<file path="src/logic/scan_ctrl_pkg.sv">
package scan_ctrl_pkg;

  // ----------------------------------------------------------------
  // Clock and timing
  // ----------------------------------------------------------------
  localparam int unsigned CLK_HZ        = 40_000_000;
  localparam int unsigned RESUME_TIME_S = 16;
  localparam int unsigned RESUME_CYCLES = RESUME_TIME_S * CLK_HZ;
  localparam int unsigned LOCKOUT_MS    = 20;
  localparam int unsigned LOCKOUT_CYCLES = LOCKOUT_MS * (CLK_HZ / 1000);
  localparam int unsigned TIMER_W       = 30;
  localparam int unsigned LOCK_W        = 20;

  // ----------------------------------------------------------------
  // Register map (byte addresses) and fields
  // ----------------------------------------------------------------
  localparam logic [7:0]  CTRL_ADDR   = 8'h00;
  localparam logic [7:0]  STATUS_ADDR = 8'h04;
  localparam logic [7:0]  TIMER_ADDR  = 8'h08;
  localparam int unsigned MODE_LSB    = 0;
  localparam int unsigned MODE_W      = 2;
  localparam logic [1:0]  MODE_RESET  = 2'h0;

  // ----------------------------------------------------------------
  // Modes and states
  // ----------------------------------------------------------------
  localparam logic [1:0] MODE_HOLD   = 2'h0;
  localparam logic [1:0] MODE_AUTO   = 2'h1;
  localparam logic [1:0] MODE_MEMORY = 2'h2;

  typedef enum logic [1:0] {
    scan_idle,
    scan_running,
    scan_manual_halt,
    scan_signal_halt
  } scan_state_t;

  // Key routing outputs travel together
  typedef struct packed {
    logic run_key_input;
    logic stop_key_first;
    logic stop_key_second;
    logic memory_write_req;
  } key_out_t;

  // Whole state of the control block
  typedef struct packed {
    logic [MODE_W-1:0]  mode;
    scan_state_t        state;
    logic [TIMER_W-1:0] timer;
    logic [LOCK_W-1:0]  lock;
    logic [2:0]         btn_sync;
    logic [2:0]         sql_sync;
    logic [1:0]         mc_sync;
    logic [1:0]         strobe_sync;
    key_out_t           keys;
    logic [31:0]        prdata;
    logic               pready;
    logic               pslverr;
  } ctrl_state_t;

endpackage : scan_ctrl_pkg

</file>
<file path="src/logic/scan_start_stop_control.sv">
`timescale 1ns/1ps

// What this block does
// - Button press starts scan via run key
// - Press while scanning enters manual halt
// - Squelch edge while scanning enters signal halt
// - Hold mode: press after signal halt resumes
// - Auto mode start and halts match hold mode
// - Auto mode: signal halt restarts after 16 s
// - Auto mode: press during delay manual halts
// - Memory channel selected: reset scan, enable write
// - Mode select chooses hold, auto, memory scan
module scan_start_stop_control #(
  parameter int unsigned RESUME_CYCLES  = scan_ctrl_pkg::RESUME_CYCLES,
  parameter int unsigned LOCKOUT_CYCLES = scan_ctrl_pkg::LOCKOUT_CYCLES
) (
  input  wire logic        pclk,
  input  wire logic        presetn,
  input  wire logic        psel,
  input  wire logic        penable,
  input  wire logic        pwrite,
  input  wire logic [7:0]  paddr,
  input  wire logic [31:0] pwdata,
  output logic      [31:0] prdata,
  output logic             pready,
  output logic             pslverr,
  input  wire logic        scan_write_button,
  input  wire logic        squelch_open_signal,
  input  wire logic        memory_channel_selected,
  input  wire logic        scan_strobe_line,
  output logic             run_key_input,
  output logic             stop_key_first,
  output logic             stop_key_second,
  output logic             memory_write_req
);

  // ----------------------------------------------------------------
  // State
  // ----------------------------------------------------------------
  localparam logic [scan_ctrl_pkg::TIMER_W-1:0] RESUME_LOAD =
    scan_ctrl_pkg::TIMER_W'(RESUME_CYCLES);
  localparam logic [scan_ctrl_pkg::LOCK_W-1:0] LOCK_LOAD =
    scan_ctrl_pkg::LOCK_W'(LOCKOUT_CYCLES);

  scan_ctrl_pkg::ctrl_state_t s;
  scan_ctrl_pkg::ctrl_state_t next_s;

  logic btn_pulse;
  logic sql_rise;
  logic mc_high;
  logic auto_mode;

  // Clean one-shot: lockout masks contact bounce after a press
  assign btn_pulse = s.btn_sync[1] & ~s.btn_sync[2]
                     & (s.lock == '0);
  assign sql_rise  = s.sql_sync[1] & ~s.sql_sync[2];
  assign mc_high   = s.mc_sync[1];
  assign auto_mode = (s.mode == scan_ctrl_pkg::MODE_AUTO);

  function automatic logic [31:0] read_word(
    input scan_ctrl_pkg::ctrl_state_t st,
    input logic [7:0]                 addr
  );
    read_word = 32'h0;
    case (addr)
      scan_ctrl_pkg::CTRL_ADDR:   read_word = {30'h0, st.mode};
      scan_ctrl_pkg::STATUS_ADDR: read_word = {29'h0, st.mc_sync[1],
                                               st.state};
      scan_ctrl_pkg::TIMER_ADDR:  read_word = {2'h0, st.timer};
      default:                    read_word = 32'h0;
    endcase
  endfunction : read_word

  // ----------------------------------------------------------------
  // Next-state logic
  // ----------------------------------------------------------------
  always_comb begin
    next_s = s;
    // Button and squelch chains have three stages, memory channel and strobe two: stage 0 feeds stage 1 only
    next_s.btn_sync    = {s.btn_sync[1:0], scan_write_button};
    next_s.sql_sync    = {s.sql_sync[1:0], squelch_open_signal};
    next_s.mc_sync     = {s.mc_sync[0], memory_channel_selected};
    next_s.strobe_sync = {s.strobe_sync[0], scan_strobe_line};
    next_s.keys.memory_write_req = 1'b0;

    if (btn_pulse) begin
      next_s.lock = LOCK_LOAD;
    end else if (s.lock != '0) begin
      next_s.lock = s.lock - 1'b1;
    end

    if (s.timer != '0) begin
      next_s.timer = s.timer - 1'b1;
    end

    if (mc_high) begin
      // Scan flip-flops held clear, button becomes a write request
      next_s.state = scan_ctrl_pkg::scan_idle;
      next_s.timer = '0;
      next_s.keys.memory_write_req = btn_pulse;
    end else begin
      case (s.state)
        scan_ctrl_pkg::scan_idle: begin
          if (btn_pulse) begin
            next_s.state = scan_ctrl_pkg::scan_running;
          end
        end
        scan_ctrl_pkg::scan_running: begin
          // Button wins when both arrive in one cycle
          if (btn_pulse) begin
            next_s.state = scan_ctrl_pkg::scan_manual_halt;
          end else if (sql_rise) begin
            next_s.state = scan_ctrl_pkg::scan_signal_halt;
            next_s.timer = auto_mode ? RESUME_LOAD : '0;
          end
        end
        scan_ctrl_pkg::scan_manual_halt: begin
          if (btn_pulse) begin
            next_s.state = scan_ctrl_pkg::scan_running;
          end
        end
        scan_ctrl_pkg::scan_signal_halt: begin
          if (btn_pulse) begin
            next_s.timer = '0;
            next_s.state = auto_mode
              ? scan_ctrl_pkg::scan_manual_halt
              : scan_ctrl_pkg::scan_running;
          end else if (auto_mode && s.timer ==
                       scan_ctrl_pkg::TIMER_W'(1)) begin
            next_s.state = scan_ctrl_pkg::scan_running;
          end
        end
        default: next_s.state = scan_ctrl_pkg::scan_idle;
      endcase
    end

    // Strobe steered to the keys chosen by the routing state
    next_s.keys.run_key_input = s.strobe_sync[1]
      & (s.state == scan_ctrl_pkg::scan_running);
    next_s.keys.stop_key_first = s.strobe_sync[1]
      & ((s.state == scan_ctrl_pkg::scan_manual_halt)
         | (s.state == scan_ctrl_pkg::scan_signal_halt));
    next_s.keys.stop_key_second = s.strobe_sync[1]
      & (s.state == scan_ctrl_pkg::scan_signal_halt);

    // APB: decode in setup so data stands through the access phase
    next_s.pready = 1'b1;
    if (psel && !penable) begin
      next_s.prdata  = read_word(s, paddr);
      next_s.pslverr = (paddr != scan_ctrl_pkg::CTRL_ADDR)
                     & (paddr != scan_ctrl_pkg::STATUS_ADDR)
                     & (paddr != scan_ctrl_pkg::TIMER_ADDR);
    end
    if (psel && penable && pwrite
        && paddr == scan_ctrl_pkg::CTRL_ADDR) begin
      next_s.mode = pwdata[scan_ctrl_pkg::MODE_LSB +: scan_ctrl_pkg::MODE_W];
    end
  end

  // ----------------------------------------------------------------
  // Registers
  // ----------------------------------------------------------------
  always_ff @(posedge pclk or negedge presetn) begin
    if (!presetn) begin
      s       <= '0;
      s.mode  <= scan_ctrl_pkg::MODE_RESET;
      s.state <= scan_ctrl_pkg::scan_idle;
    end else begin
      s <= next_s;
    end
  end

  assign prdata           = s.prdata;
  assign pready           = s.pready;
  assign pslverr          = s.pslverr;
  assign run_key_input    = s.keys.run_key_input;
  assign stop_key_first   = s.keys.stop_key_first;
  assign stop_key_second  = s.keys.stop_key_second;
  assign memory_write_req = s.keys.memory_write_req;
endmodule : scan_start_stop_control

</file>
<file path="config.mk">
export PLATFORM = sky130hd
export DESIGN_NAME = scan_start_stop_control
export DESIGN_NICKNAME = d
export VERILOG_FILES = /design/src/logic/scan_ctrl_pkg.sv /design/src/logic/scan_start_stop_control.sv
export SDC_FILE = /design/constraint.sdc
export NUM_CORES = 1
export LEC_CHECK = 0
export BUFFER_PORTS_ARGS = -buffer_cell sky130_fd_sc_hd__buf_4
export CAP_MARGIN = 40
export CELL_PAD_IN_SITES_DETAIL_PLACEMENT = 0
export CELL_PAD_IN_SITES_GLOBAL_PLACEMENT = 1
export CORE_AREA = 5 5 111 139
export CTS_CLUSTER_DIAMETER = 30
export DETAILED_ROUTE_END_ITERATION = 7
export DIE_AREA = 0 0 116 144
export GPL_TIMING_DRIVEN = 0
export PLACE_DENSITY_LB_ADDON = 0.1
export SYNTH_ARGS = -nofsm -noshare
export SYNTH_HDL_FRONTEND = slang
export SYNTH_SLANG_ARGS = --single-unit
export TNS_END_PERCENT = 100
</file>
<file path="constraint.sdc">
create_clock -name pclk -period 5.2 [get_ports pclk]
set_input_delay 0.52 -clock pclk [delete_from_list [all_inputs] [get_ports pclk]]
set_output_delay 0.52 -clock pclk [all_outputs]
set_load 0.01 [all_outputs]
</file>
==> flow_metrics.tcl, run 1 <==
set metrics [dict create \
    clk_latency_ns 0.35 \
    cts_made_buffers 9 \
    diodes 0 \
    die_width_um 116 \
    cts_resized 0 \
    preCtsSetupSlack_ns 2.09 \
    p_seq_frac 0.402 \
    ys_top_cells_by_count "100 x dfrtp_1, 32 x buf_4, 26 x a22o_1" \
    startpoint_type "flop" \
    hold_path.class "in2async" \
    cts_root_buf "clkbuf_16" \
    synth_flop_cell "dfrtp_1" \
    gp_congestion 0.804 \
    ir_drop_uv 166 \
    fin_crit_sh 0.597 \
    drv_slew 0 \
    hold_viol 0 \
    setup_violations 0 \
    ant_nets 0 \
    synth_edf_count 0 \
    finalNonFillerCells 703 \
    h-tree-depth 3 \
    cts.path.max_buffers 2 \
    dieHeight_um 144 \
    p_int_mw 1.60 \
    firstDrtPassIters 4 \
    stdcell_area_um2 5760 \
    yosys.cell_types.count 51 \
    ys_async_sr_fraction 1.00 \
    dr.first_iter.drc_count 180 \
    slew_headroom 0.584 \
    dp.cells 687 \
    grt_antenna_before_repair 0 \
    initial_core_util 0.340 \
    grt_pass1_vias 3651 \
    synth_top_area_frac 0.521 \
    cp.required_ns 5.46 \
    grt_busiest_layer "met2" \
    p_leak_nw 2.62 \
    syn2layout_area_growth_pct 20.1 \
    cts.clk_slew.worst_paths_ns 0.07 \
    grtUsageMet3 0.0255 \
    syn-cell-area_um2 4800 \
    grt_util_met2 0.244 \
    drc 0 \
    pwr-share-clk 0.250 \
    rsz0062_at_grt "false" \
    track_usage 0.143 \
    ys_warn_count 0 \
    use_met1 0.181 \
    slowest_stage "or4_1" \
    synth.area.top_cells "dfrtp_1 52%, buf_4 5.0%, a22o_1 4.7%" \
    coreArea_um2 14100 \
    dieArea_um2 16700 \
    pwr-share-comb 0.348 \
    rows 49 \
    wl_per_cell_um 16.2 \
    switching_share 0.375 \
    fin_nets 573 \
    dp_hpwl_mm 8.32 \
    crit_path_cell_trace "clkbuf_1 > or4_1 > nor3_1 > and3_1 > clkbuf_1 > buf_2 > o21ai_0 > a31oi_1" \
    synth_most_common_cell "dfrtp_1" \
    p_per_area_nw_per_um2 444 \
    nFillCells 1422 \
    setup_ws_ns 2.10 \
    cts_hold_buffers 0 \
    portBuffers 54 \
    via_per_inst 5.15 \
    via_count 3618 \
    power_switching_mw 0.960 \
    skew_ns 0.0117 \
    grt_pass1_wl_mm 18.6 \
    cp_max_fo 10 \
    yosysSeqAreaShare 0.521 \
    cts_tree "built" \
    whs_ns 0.151 \
    period_minus_slack_ns 3.10 \
    worstMarginPinSlew_ns 0.619 \
    yosysTopAreaCell "dfrtp_1" \
    fmax_ghz 0.322 \
    tns_ns 0 \
    place_area_um2 5480 \
    clock_sinks 100 \
    max_stage_delay_ns 0.67 \
    crit_top_cell "clkbuf_1" \
    drive_gt1_frac 0.253 \
    post-cts-setup-buffers 0 \
    wl_mm 11.4 \
    overflow 0 \
    synth.avg_cell_area_um2 10.7 \
    grt_max_degree 62 \
    ys_seq_elements 100 \
    outcome "complete, no violations" \
    path_class "reg2reg" \
    worst_ep_arrival_time_ns 3.37 \
    post-route-util 0.409 \
    end_kind "flop" \
    io_pins 87 \
    power.total_mw 2.56 \
    postSynthCellCount 450 \
    cap_violations 0 \
]
## per-layer routing
layer,routed length [um],part of all wire,up-vias
met3,390,0.034,20
met5,0,0,-
li1,-,-,1762
met4,232,0.020,0
met1,4890,0.43,1772
met2,5870,0.52,64
## worst paths after layout
check	to	depth (start not counted)	startpoint	slack, ns
max	s[81]	8	s[78]	2.10
min	prdata[7]	1	presetn	0.15
max reg2reg	s[81]	8	s[78]	2.10
min reg2reg	mc_high	0	next_s[41]	0.35
max in group asynchronous	next_s[46]	2	presetn	4.35
min in group pclk	next_s[46]	1	scan_write_button	0.28
## power by group through the flow
stage / clock [mW] / sequential [mW] / combinational [mW]
finish: 0.641 / 1.03 / 0.890
floorplan: 0 / 1.00 / 0.674
detailed placement: 0 / 1.04 / 0.889
CTS: 0.663 / 1.03 / 0.893
global placement: 0 / 1.04 / 0.883
global route: 0.695 / 1.05 / 1.00
## flip-flops by register name (all words and copies together) (netlist names)
| register | count |
|---|---|
| s | 57 |
| prdata | 30 |
| next_s | 6 |
| mc_high | 1 |
| memory_write_req | 1 |
| pready | 1 |
| pslverr | 1 |
| run_key_input | 1 |
| stop_key_first | 1 |
| stop_key_second | 1 |
## layout by cell type (no fill, tap or decap), drive strengths merged, types with 3 or more instances in the layout
cell type,netlist,layout
dfrtp,100,100
buf,35,93
clkbuf,16,28
a22o,27,27
nor2,25,25
a21oi,24,24
or4,22,22
xnor2,18,18
or3,17,17
nand2,15,15
o21ai,13,13
o31ai,11,11
nor3,11,11
nand2b,10,10
nand3,10,10
nor4,10,10
a31oi,9,9
inv,8,9
or2,8,8
a211oi,7,7
mux2i,6,6
and3,5,5
nor2b,4,4
o41ai,4,4
ha,4,4
or4b,3,3
and2,3,3
nand4,3,3
nand3b,3,3
conb,2,3
## logic make-up after synthesis
logic type	Yosys count	share of synthesized area
simple gates	154	0.192
compound gates	103	0.149
flops	100	0.521
buf+inv	59	0.0719
xor+xnor	20	0.0365
mux	8	0.0172
fa+ha+maj	4	0.0104
other cells	2	0.00156
## layout make-up
| type | instances | area, um2 | share of cell area |
|---|---|---|---|
| buffer | 51 | 315 | 0.0547 |
| timing repair buffer | 58 | 450 | 0.0781 |
| sequential | 100 | 2500 | 0.434 |
| clock inverter | 4 | 33.8 | 0.00586 |
| multi-input combinational | 292 | 1960 | 0.341 |
| tap | 178 | 223 | 0.0386 |
| inverter | 8 | 30.0 | 0.00521 |
| clock buffer | 12 | 246 | 0.0428 |
## worst max-delay path, delay by kind of cell (launching register included)
| family | cells | cell delay [ns] |
|---|---|---|
| simple gates | 3 | 1.41 |
| buf+inv | 3 | 0.95 |
| flops | 1 | 0.36 |
| compound gates | 2 | 0.30 |
(Power assumes the default switching activity.)
==> run 2, diff against run 1 <==
- clock period: 5.2 -> 3.25 ns (I/O delays scaled with it)
==> run 2 against run 1 <==
  * Count of clock-buffer cells in the layout did not move
  * Non-clock buffer count grew 1
  * Flip-flop and latch count did not move
  * Clock skew is essentially flat
  * Sequential share of layout area fell by 0.14 points
  * Global-route usage hardly changed
  * Total power grew 60%
  * Critical endpoint unchanged
  * Largest cell class unchanged
  * Highest routed layer unchanged
==> flow_metrics.tcl, run 2 (same netlist as run 1, synthesis figures left out) <==
set metrics [dict create \
    worstMarginPinSlew_ns 0.612 \
    track_usage 0.143 \
    preCtsSetupSlack_ns 0.138 \
    cts.path.max_buffers 2 \
    crit_path_cell_trace "clkbuf_1 > or4_1 > nor3_1 > and3_1 > clkbuf_1 > buf_2 > o21ai_0 > a31oi_1" \
    end_kind "flop" \
    dr.first_iter.drc_count 157 \
    coreArea_um2 14100 \
    die_width_um 116 \
    io_pins 87 \
    dp.cells 687 \
    crit_top_cell "clkbuf_1" \
    holdPathEnd "next_s[46]" \
    post-route-util 0.410 \
    h-tree-depth 3 \
    slew_headroom 0.588 \
    rsz0062_at_grt "false" \
    nFillCells 1420 \
    hp-start "scan_write_button" \
    whs_ns 0.0867 \
    tns_ns 0 \
    largest_reg_flops 57 \
    wl_mm 11.4 \
    hold_depth 1 \
    dieHeight_um 144 \
    path_class "reg2reg" \
    mostFrequentLayoutCell "dfrtp_1" \
    cts_root_buf "clkbuf_16" \
    setup_ws_ns 0.153 \
    ant_nets 0 \
    p_per_area_nw_per_um2 707 \
    initial_core_util 0.340 \
    drive_gt1_frac 0.253 \
    fmax_ghz 0.323 \
    setup_violations 0 \
    slowest_stage "or4_1" \
    cts.clk_slew.worst_paths_ns 0.07 \
    outcome "complete, no violations" \
    grt_antenna_before_repair 0 \
    cts_tree "built" \
    syn2layout_area_growth_pct 20.5 \
    fin_crit_sh 0.953 \
    reg2reg_depth 8 \
    diodes 0 \
    post-cts-setup-buffers 0 \
    rows 49 \
    worst_ep_arrival_time_ns 3.36 \
    startpoint_type "flop" \
    ir_drop_uv 266 \
    firstDrtPassIters 4 \
    reg2reg_slack_ns 0.15 \
    finalNonFillerCells 704 \
    r2r-end "s[81]" \
    clock_sinks 100 \
    hold_path.class "in2reg" \
    drv_slew 0 \
    wl_per_cell_um 16.1 \
    cp_max_fo 10 \
    via_count 3630 \
    grt_max_degree 62 \
    gp_congestion 0.804 \
    r2r-start "s[78]" \
    portBuffers 54 \
    dieArea_um2 16700 \
    mostFrequentLayoutCells "100 x dfrtp_1, 87 x buf_4, 26 x a22o_1" \
    drc 0 \
    dp_hpwl_mm 8.32 \
    p_leak_nw 2.63 \
    max_stage_delay_ns 0.67 \
    fin_nets 574 \
    skew_ns 0.0116 \
    clk_latency_ns 0.34 \
    grt_pass1_vias 3663 \
    period_minus_slack_ns 3.10 \
    top_register "s" \
    cp.required_ns 3.51 \
    overflow 0 \
    grt_pass1_wl_mm 18.7 \
    cap_violations 0 \
    cts_made_buffers 9 \
    hold_viol 0 \
    via_per_inst 5.16 \
]
## run 2: cell types whose count changed in the layout (fill, tap and decap cells not counted)
cell	before	now
dlygate4sd3_1	0	1
nor4_2	3	2
nor4_4	0	1
## run 2: stage by stage
stage / area, um2 / total power, mW
CTS: 5770 / 4.14
global route: 5780 / 4.39
finish: 5780 / 4.09
floorplan: 4800 / 2.68
global placement: 5430 / 3.07
detailed placement: 5480 / 3.09
## run 2: power breakdown
group	switching [mW]	total, mW	internal [mW]
combinational	0.841	1.42	0.581
sequential	0.215	1.64	1.43
clock	0.477	1.02	0.547
## run 2: critical path, delay by kind of cell (launching register included)
kind	cells	cell delay, ns
and+or+nand+nor	3	1.41
buffers and inverters	3	0.94
DFF	1	0.36
AOI/OAI and AO/OA	2	0.31
## run 2: worst max path at each step
| stage | to | from | cells after the start |
|---|---|---|---|
| final | s[81] | s[78] | 8 |
| after global routing | s[76] | s[78] | 8 |
| after CTS | s[81] | s[48] | 8 |
| after detailed placement | s[81] | s[48] | 8 |
| after global placement | prdata[28] | paddr[5] | 6 |
| after floorplan | s[99] | s[82] | 6 |
## run 2: layout make-up
class / count / area, um2 / area share
Sequential cell: 100 / 2500 / 0.433
Timing Repair Buffer: 59 / 460 / 0.0796
Multi-Input combinational cell: 292 / 1970 / 0.341
Clock inverter: 4 / 33.8 / 0.00584
Clock buffer: 12 / 246 / 0.0426
Tap cell: 178 / 223 / 0.0385
Buffer: 51 / 315 / 0.0545
Inverter: 8 / 30.0 / 0.00519
## run 2: timing repair
action	in CTS	in global routing
hold endpoints to repair	39	0
endpoints found under the setup margin	0	2
resized for setup	0	1
hold buffers	1	0
## run 2: layer usage
layer  GRT usage  part of all wire
met2       0.245              0.51
met5           0                 0
met3      0.0255             0.031
met4      0.0525             0.020
met1       0.181              0.43
